### src/rtl/tlm_pkg.sv
// constants shared by the torque limit and mode select block
// assumes a single 20 MHz clock and settings held in 0.1 %, 0.01 Hz,
// 1 ms and 10 ms units
package tlm_pkg;
  // register bus shape
  localparam int TLM_DW = 32;
  localparam int TLM_AW = 4;
  // clock and time bases
  localparam int TLM_CLK_HZ = 20_000_000;
  localparam int TLM_TICK_MS = 1;
  localparam int TLM_TICK_CYC = TLM_CLK_HZ / 1000 * TLM_TICK_MS;
  localparam int TLM_RAMP_UNIT_MS = 10;
  localparam int TLM_RAMP_UNIT_CYC = TLM_CLK_HZ / 1000 * TLM_RAMP_UNIT_MS;
  // register offsets (word index)
  localparam logic [3:0] TLM_R_CTRL = 4'h0;
  localparam logic [3:0] TLM_R_FILT = 4'h1;
  localparam logic [3:0] TLM_R_MOT_SRC = 4'h2;
  localparam logic [3:0] TLM_R_MOT_DIG = 4'h3;
  localparam logic [3:0] TLM_R_REG_SRC = 4'h4;
  localparam logic [3:0] TLM_R_REG_DIG = 4'h5;
  localparam logic [3:0] TLM_R_RPW_SEL = 4'h6;
  localparam logic [3:0] TLM_R_RPW_VAL = 4'h7;
  localparam logic [3:0] TLM_R_TREF_SRC = 4'h8;
  localparam logic [3:0] TLM_R_TREF_DIG = 4'h9;
  localparam logic [3:0] TLM_R_FWD_MAX = 4'ha;
  localparam logic [3:0] TLM_R_REV_MAX = 4'hb;
  localparam logic [3:0] TLM_R_ACC_T = 4'hc;
  localparam logic [3:0] TLM_R_DEC_T = 4'hd;
  localparam logic [3:0] TLM_R_FMAX = 4'he;
  localparam logic [3:0] TLM_R_STATUS = 4'hf;
  // ctrl field positions
  localparam int TLM_CTRL_TYPE_BIT = 0;
  localparam int TLM_CTRL_METH_BIT = 1;
  // setting limits
  localparam logic [15:0] TLM_PCT_MAX = 16'h07d0;
  localparam logic [9:0] TLM_FILT_MAX = 10'h3e8;
  localparam logic [22:0] TLM_RAMP_MAX = 23'h632ea0;
  // values after reset
  localparam logic TLM_TYPE_RST = 1'b0;
  localparam logic TLM_METH_RST = 1'b0;
  localparam logic [9:0] TLM_FILT_RST = 10'h00f;
  localparam logic [15:0] TLM_PCT150_RST = 16'h05dc;
  localparam logic [15:0] TLM_FREQ_RST = 16'h1388;
  localparam logic [22:0] TLM_RAMP_RST = 23'h000000;
  // source codes
  typedef enum logic [3:0] {
    TLM_SRC_DIG, TLM_SRC_AIN1, TLM_SRC_AIN2, TLM_SRC_AIN3,
    TLM_SRC_PULSE, TLM_SRC_COMM, TLM_SRC_MIN, TLM_SRC_MAX, TLM_SRC_REG_DIG
  } tlm_src_t;
  // regenerative power limit selections
  typedef enum logic [1:0] {
    TLM_RPW_OFF, TLM_RPW_ALL, TLM_RPW_CONST, TLM_RPW_DECEL
  } tlm_rpw_t;
endpackage

### src/rtl/tlm_top.sv
// torque limit and speed/torque mode select for a motor drive
// assumes settings written over a plain register port, analog, pulse
// and serial values already on this clock, two digital input pins async
//
// Implementation choices: the register addresses and the plain strobed port.
`timescale 1ns/100ps
`default_nettype none
module tlm_top
  import tlm_pkg::*;
#(
  parameter int TICK_CYC = TLM_TICK_CYC,
  parameter int RAMP_UNIT_CYC = TLM_RAMP_UNIT_CYC,
  parameter logic [15:0] RPW_VAL_RST = 16'h03e8
)
(
  input wire logic CLOCK, // 20 MHz clock
  input wire logic NRST, // async reset, low
  input wire logic [3:0] REG_ADDR, // register index
  input wire logic [31:0] REG_WDATA, // write data
  input wire logic REG_WR, // write strobe
  input wire logic REG_RD, // read strobe
  output logic [31:0] REG_RDATA, // read data, cycle after read
  input wire logic SWITCHOVER_PIN, // speed/torque switchover input
  input wire logic TORQUE_PROHIBIT_PIN, // torque control prohibit input
  input wire logic signed [15:0] ANALOG_IN_ONE, // 0.1 % units
  input wire logic signed [15:0] ANALOG_IN_TWO, // 0.1 % units
  input wire logic signed [15:0] ANALOG_IN_THREE, // 0.1 % units
  input wire logic signed [15:0] PULSE_INPUT_TERMINAL, // pulse value
  input wire logic signed [15:0] COMM_REF, // serial value
  input wire logic signed [15:0] SPEED_FB, // raw speed feedback
  input wire logic [15:0] RATED_TORQUE, // rated drive torque
  input wire logic REGEN_NOW, // drive regenerating
  input wire logic CONST_SPEED_NOW, // running at constant speed
  input wire logic DECEL_NOW, // decelerating
  output logic TORQUE_MODE, // 1 torque control active
  output logic LIMIT_EN, // torque limit enforced
  output logic [15:0] MOTOR_LIMIT, // motoring limit, 0.1 %
  output logic [15:0] REGEN_LIMIT, // regenerative limit, 0.1 %
  output logic REGEN_PWR_ACT, // regen power limit active
  output logic [15:0] REGEN_PWR_CAP, // regen power cap, 0.1 %
  output logic signed [15:0] TORQUE_REF, // torque reference, 0.1 %
  output logic DIR_REV, // 1 reverse run
  output logic [15:0] FWD_FREQ_MAX, // forward ceiling, 0.01 Hz
  output logic [15:0] REV_FREQ_MAX, // reverse ceiling, 0.01 Hz
  output logic signed [16:0] FREQ_CMD, // ramped frequency, 0.01 Hz
  output logic signed [15:0] SPEED_FILT // filtered speed
);
  // settings
  logic type_q;
  logic meth_q;
  logic [9:0] filt_q;
  logic [2:0] mot_src_q;
  logic [15:0] mot_dig_q;
  logic [3:0] reg_src_q;
  logic [15:0] reg_dig_q;
  logic [1:0] rpw_sel_q;
  logic [15:0] rpw_val_q;
  logic [2:0] tref_src_q;
  logic signed [15:0] tref_dig_q;
  logic [15:0] fwd_q;
  logic [15:0] rev_q;
  logic [22:0] acc_t_q;
  logic [22:0] dec_t_q;
  logic [15:0] fmax_q;
  // pin synchronisers and tick
  logic sw_s1_q;
  logic sw_s2_q;
  logic inh_s1_q;
  logic inh_s2_q;
  logic [31:0] tick_cnt_q;
  logic tick_q;
  // derived values
  logic torque_d;
  logic signed [15:0] tref_d;
  logic [15:0] mot_lim_d;
  logic [15:0] reg_lim_d;
  logic [15:0] fwd_eff;
  logic [15:0] rev_eff;
  logic rpw_act_d;
  logic signed [16:0] ramp_tgt;
  logic [31:0] wdata_s;
  // output registers
  logic torque_q;
  logic lim_en_q;
  logic [15:0] mot_lim_q;
  logic [15:0] reg_lim_q;
  logic rpw_act_q;
  logic [15:0] rpw_cap_q;
  logic signed [15:0] tref_q;
  logic dir_rev_q;
  logic [15:0] fwd_out_q;
  logic [15:0] rev_out_q;
  logic [31:0] rdata_q;

  // pick one value by source code, min and max over inputs one and two
  function automatic logic signed [15:0] pick(
    input logic [3:0] code, input logic signed [15:0] dig,
    input logic signed [15:0] a1, input logic signed [15:0] a2,
    input logic signed [15:0] a3, input logic signed [15:0] p,
    input logic signed [15:0] c);
    logic signed [15:0] r;
    r = dig;
    case (tlm_src_t'(code))
      TLM_SRC_AIN1: r = a1;
      TLM_SRC_AIN2: r = a2;
      TLM_SRC_AIN3: r = a3;
      TLM_SRC_PULSE: r = p;
      TLM_SRC_COMM: r = c;
      TLM_SRC_MIN: r = (a1 < a2) ? a1 : a2;
      TLM_SRC_MAX: r = (a1 > a2) ? a1 : a2;
      default: r = dig;
    endcase
    return r;
  endfunction

  // magnitude held to the 0 .. 200 % range of a limit
  function automatic logic [15:0] sat_lim(input logic signed [15:0] v);
    logic [15:0] m;
    m = (v < 0) ? 16'(-v) : 16'(v);
    return (m > TLM_PCT_MAX) ? TLM_PCT_MAX : m;
  endfunction

  // two flip-flops on each digital input pin
  always_ff @(posedge CLOCK or negedge NRST)
  begin
    if (!NRST)
    begin
      sw_s1_q <= 1'b0;
      sw_s2_q <= 1'b0;
      inh_s1_q <= 1'b1; // speed until pins synced
      inh_s2_q <= 1'b1;
    end
    else
    begin
      sw_s1_q <= SWITCHOVER_PIN;
      sw_s2_q <= sw_s1_q;
      inh_s1_q <= TORQUE_PROHIBIT_PIN;
      inh_s2_q <= inh_s1_q;
    end
  end

  // 1 ms enable for the speed filter
  always_ff @(posedge CLOCK or negedge NRST)
  begin
    if (!NRST)
    begin
      tick_cnt_q <= 32'h0;
      tick_q <= 1'b0;
    end
    else if (tick_cnt_q == 32'(TICK_CYC - 1))
    begin
      tick_cnt_q <= 32'h0;
      tick_q <= 1'b1;
    end
    else
    begin
      tick_cnt_q <= tick_cnt_q + 32'h1;
      tick_q <= 1'b0;
    end
  end

  assign wdata_s = REG_WDATA;

  // settings writes; out of range values are refused and old ones kept
  always_ff @(posedge CLOCK or negedge NRST)
  begin
    if (!NRST)
    begin
      type_q <= TLM_TYPE_RST;
      meth_q <= TLM_METH_RST;
      filt_q <= TLM_FILT_RST;
      mot_src_q <= 3'h0;
      mot_dig_q <= TLM_PCT150_RST;
      reg_src_q <= 4'h0;
      reg_dig_q <= TLM_PCT150_RST;
      rpw_sel_q <= 2'h0;
      rpw_val_q <= RPW_VAL_RST;
      tref_src_q <= 3'h0;
      tref_dig_q <= TLM_PCT150_RST;
      fwd_q <= TLM_FREQ_RST;
      rev_q <= TLM_FREQ_RST;
      acc_t_q <= TLM_RAMP_RST;
      dec_t_q <= TLM_RAMP_RST;
      fmax_q <= TLM_FREQ_RST;
    end
    else if (REG_WR)
    begin
      case (REG_ADDR)
        TLM_R_CTRL:
        begin
          type_q <= wdata_s[TLM_CTRL_TYPE_BIT];
          meth_q <= wdata_s[TLM_CTRL_METH_BIT];
        end
        TLM_R_FILT:
          if (wdata_s <= 32'(TLM_FILT_MAX))
            filt_q <= wdata_s[9:0];
        TLM_R_MOT_SRC:
          if (wdata_s <= 32'h7)
            mot_src_q <= wdata_s[2:0];
        TLM_R_MOT_DIG:
          if (wdata_s <= 32'(TLM_PCT_MAX))
            mot_dig_q <= wdata_s[15:0];
        TLM_R_REG_SRC:
          if (wdata_s <= 32'h8)
            reg_src_q <= wdata_s[3:0];
        TLM_R_REG_DIG:
          if (wdata_s <= 32'(TLM_PCT_MAX))
            reg_dig_q <= wdata_s[15:0];
        TLM_R_RPW_SEL:
          if (wdata_s <= 32'h3)
            rpw_sel_q <= wdata_s[1:0];
        TLM_R_RPW_VAL:
          if (wdata_s <= 32'(TLM_PCT_MAX))
            rpw_val_q <= wdata_s[15:0];
        TLM_R_TREF_SRC:
          if (wdata_s <= 32'h7)
            tref_src_q <= wdata_s[2:0];
        TLM_R_TREF_DIG:
          if ($signed(wdata_s) <= $signed(32'(TLM_PCT_MAX))
              && $signed(wdata_s) >= -$signed(32'(TLM_PCT_MAX)))
            tref_dig_q <= wdata_s[15:0];
        TLM_R_FWD_MAX:
          if (wdata_s <= 32'(fmax_q))
            fwd_q <= wdata_s[15:0];
        TLM_R_REV_MAX:
          if (wdata_s <= 32'(fmax_q))
            rev_q <= wdata_s[15:0];
        TLM_R_ACC_T:
          if (wdata_s <= 32'(TLM_RAMP_MAX))
            acc_t_q <= wdata_s[22:0];
        TLM_R_DEC_T:
          if (wdata_s <= 32'(TLM_RAMP_MAX))
            dec_t_q <= wdata_s[22:0];
        TLM_R_FMAX:
          if (wdata_s <= 32'h0000ffff)
            fmax_q <= wdata_s[15:0];
        default: ;
      endcase
    end
  end

  // active mode from type setting and the two digital input functions
  assign torque_d = !inh_s2_q && (sw_s2_q ? type_q : !type_q);

  // torque reference in percent of rated torque, sign gives direction
  assign tref_d = pick({1'b0, tref_src_q}, tref_dig_q, ANALOG_IN_ONE,
    ANALOG_IN_TWO, ANALOG_IN_THREE, PULSE_INPUT_TERMINAL, COMM_REF);

  // limits: speed mode by source codes, torque mode follow the reference
  always_comb
  begin
    mot_lim_d = sat_lim(pick({1'b0, mot_src_q}, mot_dig_q, ANALOG_IN_ONE,
      ANALOG_IN_TWO, ANALOG_IN_THREE, PULSE_INPUT_TERMINAL, COMM_REF));
    if (reg_src_q == 4'h0)
      reg_lim_d = mot_lim_d;
    else
      reg_lim_d = sat_lim(pick(reg_src_q, reg_dig_q, ANALOG_IN_ONE,
        ANALOG_IN_TWO, ANALOG_IN_THREE, PULSE_INPUT_TERMINAL, COMM_REF));
    if (torque_d)
    begin
      mot_lim_d = sat_lim(tref_d);
      reg_lim_d = sat_lim(tref_d);
    end
  end

  // regenerative power limiting by phase of operation
  always_comb
  begin
    case (tlm_rpw_t'(rpw_sel_q))
      TLM_RPW_ALL: rpw_act_d = 1'b1;
      TLM_RPW_CONST: rpw_act_d = CONST_SPEED_NOW;
      TLM_RPW_DECEL: rpw_act_d = DECEL_NOW;
      default: rpw_act_d = 1'b0;
    endcase
  end

  // ceilings never above the max output frequency
  assign fwd_eff = (fwd_q > fmax_q) ? fmax_q : fwd_q;
  assign rev_eff = (rev_q > fmax_q) ? fmax_q : rev_q;

  // output registers
  always_ff @(posedge CLOCK or negedge NRST)
  begin
    if (!NRST)
    begin
      torque_q <= 1'b0;
      lim_en_q <= 1'b0;
      mot_lim_q <= TLM_PCT150_RST;
      reg_lim_q <= TLM_PCT150_RST;
      rpw_act_q <= 1'b0;
      rpw_cap_q <= RPW_VAL_RST;
      tref_q <= 16'h0000;
      dir_rev_q <= 1'b0;
      fwd_out_q <= TLM_FREQ_RST;
      rev_out_q <= TLM_FREQ_RST;
    end
    else
    begin
      torque_q <= torque_d;
      lim_en_q <= meth_q;
      mot_lim_q <= mot_lim_d;
      reg_lim_q <= reg_lim_d;
      rpw_act_q <= rpw_act_d && REGEN_NOW;
      rpw_cap_q <= rpw_val_q;
      tref_q <= torque_d ? tref_d : 16'h0000;
      dir_rev_q <= torque_d && tref_d < 0;
      fwd_out_q <= fwd_eff;
      rev_out_q <= rev_eff;
    end
  end

  // torque mode runs toward the ceiling of the reference's direction
  assign ramp_tgt = (tref_d < 0) ? -$signed({1'b0, rev_eff})
    : $signed({1'b0, fwd_eff});

  // ramped frequency command in torque control
  tlm_ramp #(
    .UNIT_CYC(RAMP_UNIT_CYC)
  ) u_ramp (
    .clk(CLOCK),
    .rst_n(NRST),
    .en(torque_q),
    .target(ramp_tgt),
    .fmax(fmax_q),
    .acc_t(acc_t_q),
    .dec_t(dec_t_q),
    .out(FREQ_CMD)
  );

  // speed feedback filter in the sensorless method only
  tlm_lpf u_lpf (
    .clk(CLOCK),
    .rst_n(NRST),
    .en(!meth_q),
    .tick(tick_q),
    .tau_ms(filt_q),
    .x(SPEED_FB),
    .y(SPEED_FILT)
  );

  // read data stand only in the cycle after the strobe
  always_ff @(posedge CLOCK or negedge NRST)
  begin
    if (!NRST)
      rdata_q <= 32'h0;
    else if (!REG_RD)
      rdata_q <= 32'h0;
    else
    begin
      case (REG_ADDR)
        TLM_R_CTRL: rdata_q <= {30'h0, meth_q, type_q};
        TLM_R_FILT: rdata_q <= {22'h0, filt_q};
        TLM_R_MOT_SRC: rdata_q <= {29'h0, mot_src_q};
        TLM_R_MOT_DIG: rdata_q <= {16'h0, mot_dig_q};
        TLM_R_REG_SRC: rdata_q <= {28'h0, reg_src_q};
        TLM_R_REG_DIG: rdata_q <= {16'h0, reg_dig_q};
        TLM_R_RPW_SEL: rdata_q <= {30'h0, rpw_sel_q};
        TLM_R_RPW_VAL: rdata_q <= {16'h0, rpw_val_q};
        TLM_R_TREF_SRC: rdata_q <= {29'h0, tref_src_q};
        TLM_R_TREF_DIG: rdata_q <= 32'(tref_dig_q);
        TLM_R_FWD_MAX: rdata_q <= {16'h0, fwd_q};
        TLM_R_REV_MAX: rdata_q <= {16'h0, rev_q};
        TLM_R_ACC_T: rdata_q <= {9'h0, acc_t_q};
        TLM_R_DEC_T: rdata_q <= {9'h0, dec_t_q};
        TLM_R_FMAX: rdata_q <= {16'h0, fmax_q};
        default: rdata_q <= {RATED_TORQUE, 12'h0, dir_rev_q, rpw_act_q,
          lim_en_q, torque_q};
      endcase
    end
  end

  assign REG_RDATA = rdata_q;
  assign TORQUE_MODE = torque_q;
  assign LIMIT_EN = lim_en_q;
  assign MOTOR_LIMIT = mot_lim_q;
  assign REGEN_LIMIT = reg_lim_q;
  assign REGEN_PWR_ACT = rpw_act_q;
  assign REGEN_PWR_CAP = rpw_cap_q;
  assign TORQUE_REF = tref_q;
  assign DIR_REV = dir_rev_q;
  assign FWD_FREQ_MAX = fwd_out_q;
  assign REV_FREQ_MAX = rev_out_q;
endmodule // tlm_top
`default_nettype wire

### src/rtl/tlm_lpf.sv
// first order speed feedback filter, stepped by a 1 ms enable
// assumes tau in ms and a bypass when disabled or tau is zero
`timescale 1ns/100ps
`default_nettype none
module tlm_lpf
  import tlm_pkg::*;
(
  input wire logic clk, // system clock
  input wire logic rst_n, // async reset, low
  input wire logic en, // filter in use
  input wire logic tick, // 1 ms enable
  input wire logic [9:0] tau_ms, // time constant
  input wire logic signed [15:0] x, // raw speed
  output logic signed [15:0] y // filtered speed
);
  logic signed [23:0] y_q;
  logic signed [24:0] diff;
  logic [3:0] k;

  // shift that approximates the time constant in ticks
  function automatic logic [3:0] shift_of(input logic [9:0] t);
    logic [3:0] s;
    s = 4'h0;
    for (int i = 0; i < 10; i++)
      if (t[i])
        s = 4'(i + 1);
    return s;
  endfunction

  assign k = shift_of(tau_ms);
  assign diff = {x[15], x, 8'h00} - {y_q[23], y_q};

  // filter state, bypassed outside the sensorless mode
  always_ff @(posedge clk or negedge rst_n)
  begin
    if (!rst_n)
      y_q <= 24'h000000;
    else if (!en || tau_ms == 10'h000)
      y_q <= {x, 8'h00};
    else if (tick)
      y_q <= y_q + 24'(diff >>> k);
  end

  assign y = y_q[23:8];
endmodule // tlm_lpf
`default_nettype wire

### src/rtl/tlm_ramp.sv
// frequency ramp toward a signed target, one 0.01 Hz count per step, straight to the target when the ramp time is zero
// assumes ramp times in 10 ms units measured from zero to max frequency
`timescale 1ns/100ps
`default_nettype none
module tlm_ramp
  import tlm_pkg::*;
#(
  parameter int UNIT_CYC = TLM_RAMP_UNIT_CYC
)
(
  input wire logic clk, // system clock
  input wire logic rst_n, // async reset, low
  input wire logic en, // ramp running
  input wire logic signed [16:0] target, // wanted frequency
  input wire logic [15:0] fmax, // max frequency
  input wire logic [22:0] acc_t, // accel time
  input wire logic [22:0] dec_t, // decel time
  output logic signed [16:0] out // ramped frequency
);
  logic signed [16:0] out_q;
  logic [47:0] acc_q;
  logic [47:0] sum;
  logic [47:0] thr;
  logic up;
  logic rising;

  assign up = target > out_q;
  assign rising = up ? (out_q >= 0) : (out_q <= 0);
  assign thr = 48'(rising ? acc_t : dec_t) * 48'(UNIT_CYC);
  assign sum = acc_q + 48'(fmax);

  // accumulate fmax per cycle; one step each time it passes the time
  always_ff @(posedge clk or negedge rst_n)
  begin
    if (!rst_n)
    begin
      out_q <= 17'h00000;
      acc_q <= 48'h0;
    end
    else if (!en)
    begin
      out_q <= 17'h00000;
      acc_q <= 48'h0;
    end
    else if (out_q == target)
      acc_q <= 48'h0;
    else if (thr == 48'h0)
      out_q <= target;
    else if (sum >= thr)
    begin
      out_q <= up ? out_q + 17'sh1 : out_q - 17'sh1;
      acc_q <= sum - thr;
    end
    else
      acc_q <= sum;
  end

  assign out = out_q;
endmodule // tlm_ramp
`default_nettype wire

### config.mk
export PLATFORM = sky130hd
export DESIGN_NAME = tlm_top
export DESIGN_NICKNAME = d
export VERILOG_FILES = /design/src/rtl/tlm_pkg.sv /design/src/rtl/tlm_top.sv /design/src/rtl/tlm_lpf.sv /design/src/rtl/tlm_ramp.sv
export SDC_FILE = /design/constraint.sdc
export NUM_CORES = 2
export LEC_CHECK = 0
export BUFFER_PORTS_ARGS = -buffer_cell sky130_fd_sc_hd__buf_2
export CORE_ASPECT_RATIO = 1.25
export CORE_UTILIZATION = 40
export CTS_CLUSTER_DIAMETER = 150
export DETAILED_ROUTE_END_ITERATION = 12
export PLACE_DENSITY = 0.59
export SYNTH_ARGS = -nofsm -noshare
export SYNTH_HDL_FRONTEND = slang
export SYNTH_SLANG_ARGS = --single-unit
### constraint.sdc
create_clock -name CLOCK -period 23.6 [get_ports CLOCK]
set_input_delay 4.72 -clock CLOCK [delete_from_list [all_inputs] [get_ports CLOCK]]
set_output_delay 4.72 -clock CLOCK [all_outputs]
set_load 0.005 [all_outputs]
==> flow_metrics.tcl <==
set metrics [dict create \
    outcome "finished clean" \
    yosys_warnings 0 \
    routed_wl_microns 160000 \
    synth_edf_count 0 \
    slowest_stage "a21oi_1" \
    nets 5217 \
    cts.path.max_buffers 3 \
    cts_buffers 51 \
    seq_power_share 0.213 \
    cp_max_fo 56 \
    grt.overflow.total 0 \
    grt_max_degree 158 \
    muxShareOfSynthArea 0.0739 \
    io_pins 322 \
    timing.final.crit_share 0.879 \
    drtPass1Iterations 7 \
    cts_tree "yes" \
    synth.distinct_cells 106 \
    synth.yosys.seq_area_share 0.289 \
    ys_async_sr_fraction 1.00 \
    layout.cells.most_common "nor2_1" \
    netlist_instances 4405 \
    synth-compound-area-share 0.220 \
    slowest_delay_ns 0.84 \
    cts_hold_buffers 0 \
    path_class "in2reg" \
    fin_area_sq_mm 0.0432 \
    clock_skew_ns 0.0229 \
    hpwl_microns 126000 \
    setup-tns-final_ns 0 \
    grt_pass1_wl_microns 236000 \
    hold_path.class "reg2reg" \
    internal-power_uw 2170 \
    synthAdderAreaFrac 0.147 \
    cellLeakagePower_uw 0.0206 \
    synth_area_leaders "dfrtp_1 (24%), ha_1 (11%), dfstp_2 (5.3%)" \
    cp-end-kind "register" \
    hold_violations 0 \
    core_area_sq_mm 0.0947 \
    slew_violations 0 \
    synth_top_family_by_area "compound AO/OA/AOI/OAI gates" \
    start_kind "primary input" \
    grt_use_total 0.326 \
    ctsResizeCount 0 \
    routedWlPerCell_microns 26.8 \
    place.gp.congestion 1.03 \
    synth_xor_area_frac 0.0507 \
    port-buffer-count 321 \
    power_frac_clock 0.206 \
    ant_nets 0 \
    crit_path_frequent_cell "ha_1" \
    ir_drop_mv 0.221 \
    switching_share 0.455 \
    cp.arrival_ns 21.28 \
    area_growth_pct 12.7 \
    comb_power_share 0.581 \
    synth_top_cell_by_area "dfrtp_1" \
    rsz0062_at_grt "no" \
    power.switching_uw 1810 \
    cts_post_setup_buffers_inserted 0 \
    routed_via_density 6.04 \
    vias 36150 \
    antenna_found_initial 21 \
    cap_violations 0 \
    dieArea_sq_mm 0.0971 \
    grt_pass1_vias 35767 \
    htreeDepth 2 \
    ys_ff_latch 439 \
    drc 0 \
    syn_avg_cell_area_sq_um 8.70 \
    rows 126 \
    required_ns 24.14 \
    synth_area_sq_mm 0.0383 \
    p_per_area_mw_per_mm2 92.3 \
    relSlewSlack 0.114 \
    die_w_microns 279 \
    setup_violations 0 \
    placed_area_sq_mm 0.0414 \
    initial_utilization 0.405 \
    synth_ff_type "dfrtp_1" \
    drive_above_1_share 0.181 \
    cts.clk_slew.worst_paths_ns 0.06 \
    tightestPinTransition_ns 1.32 \
    worstSkewPairLatency_ns 0.65 \
    drt-initial-drc-count 3036 \
    layout_common_cells "nor2_1 (364), dfrtp_1 (360), ha_1 (328)" \
    total_power_uw 3980 \
    dieHeight_microns 348 \
    root_buffer "clkbuf_16" \
    synth_top_cell_area_share 0.236 \
    num-fill-cells 9458 \
    fin_crit_ns 20.74 \
    synthSimpleGateAreaFrac 0.165 \
    clock-sinks 439 \
    clock.fmax_mhz 48.2 \
]
-- area by class of cell --
cell class / instances / area, sq um / area share
Clock buffer: 71 / 1450 / 0.0336
Tap cell: 1280 / 1600 / 0.0371
Antenna cell: 9 / 22.5 / 0.000522
Sequential cell: 439 / 11100 / 0.257
Multi-Input combinational cell: 3453 / 25300 / 0.587
Inverter: 303 / 1140 / 0.0263
Timing Repair Buffer: 407 / 2270 / 0.0527
Clock inverter: 23 / 262 / 0.00606
-- metrics by stage --
stage / setup slack, ns / cells / hold slack [ns] / utilization
floorplan: 4.90 / 4414 / 0.331 / -
global placement: 2.70 / 5882 / 0.346 / 0.437
detailed placement: 2.37 / 5882 / 0.347 / 0.437
CTS: 2.96 / 5976 / 0.360 / 0.456
global route: 1.85 / 5978 / 0.364 / 0.456
finish: 2.86 / 5985 / 0.359 / 0.456
-- cells by family (layout without fill, tap and decap cells) --
family | after synthesis | in the layout
adder cells (fa/ha/maj) | 405 | 405
AO/OA/AOI/OAI | 1258 | 1258
flip-flops | 439 | 439
multiplexers | 259 | 259
XOR/XNOR | 222 | 222
other | 1 | 19
AND/OR/NAND/NOR | 1299 | 1299
buffers and inverters | 522 | 804
-- Yosys cell counts, types with 76 or more instances --
master and n:
xor2_1 79, ha_1 328, o21ai_0 245, dfstp_2 78
nor2_1 368, a21o_1 85, mux2i_1 76, mux2_2 182
nor3_1 90, xnor2_1 143, nand3_1 110, a21oi_1 311
clkbuf_1 169, inv_1 302, nand2_1 328, fa_1 77
dfrtp_1 361
-- critical path, delay by kind of cell --
kind / cells / cell delay [ns]
buf+inv: 8 / 2.11
compound gates: 23 / 6.24
fa+ha+maj: 9 / 3.37
simple gates: 16 / 3.47
mux: 2 / 0.69
xor+xnor: 2 / 0.62
-- routing by layer --
| metal | track usage | wire length, microns |
|---|---|---|
| met5 | 0 | 94 |
| met1 | 0.381 | 60900 |
| met4 | 0.226 | 13200 |
| met3 | 0.0511 | 10600 |
| met2 | 0.548 | 75400 |
-- sequential cells by signal (all words and copies together) (netlist names), 17 cells and up --
name / flops
u_ramp.out: 17
dec_t_q: 23
REG_RDATA: 32
acc_t_q: 23
tick_cnt_q: 32
u_ramp.acc_q: 48
u_lpf.y_q: 24
-- power groups by stage --
stage / Clock, uW / Combinational (uW) / Sequential, uW
after floorplan: 0 / 1730 / 843
after global placement: 0 / 2270 / 862
after detailed placement: 0 / 2280 / 862
after CTS: 838 / 2290 / 849
after global routing: 866 / 2560 / 855
final: 821 / 2310 / 850
-- worst paths after layout --
path                                    end             start  cells after the start  slack (ns)
min                                inh_s2_q          inh_s1_q                      0        0.36
min reg2reg                        inh_s2_q          inh_s1_q                      0        0.36
max                        u_ramp.acc_q[47]  ANALOG_IN_TWO[8]                     60        2.86
min in group asynchronous           sw_s1_q              NRST                      1        4.07
max in group asynchronous   MOTOR_LIMIT[11]              NRST                      3       17.48
max reg2reg                u_ramp.acc_q[47]         fmax_q[1]                     57        7.37
Power figures use the tool's default switching activity.
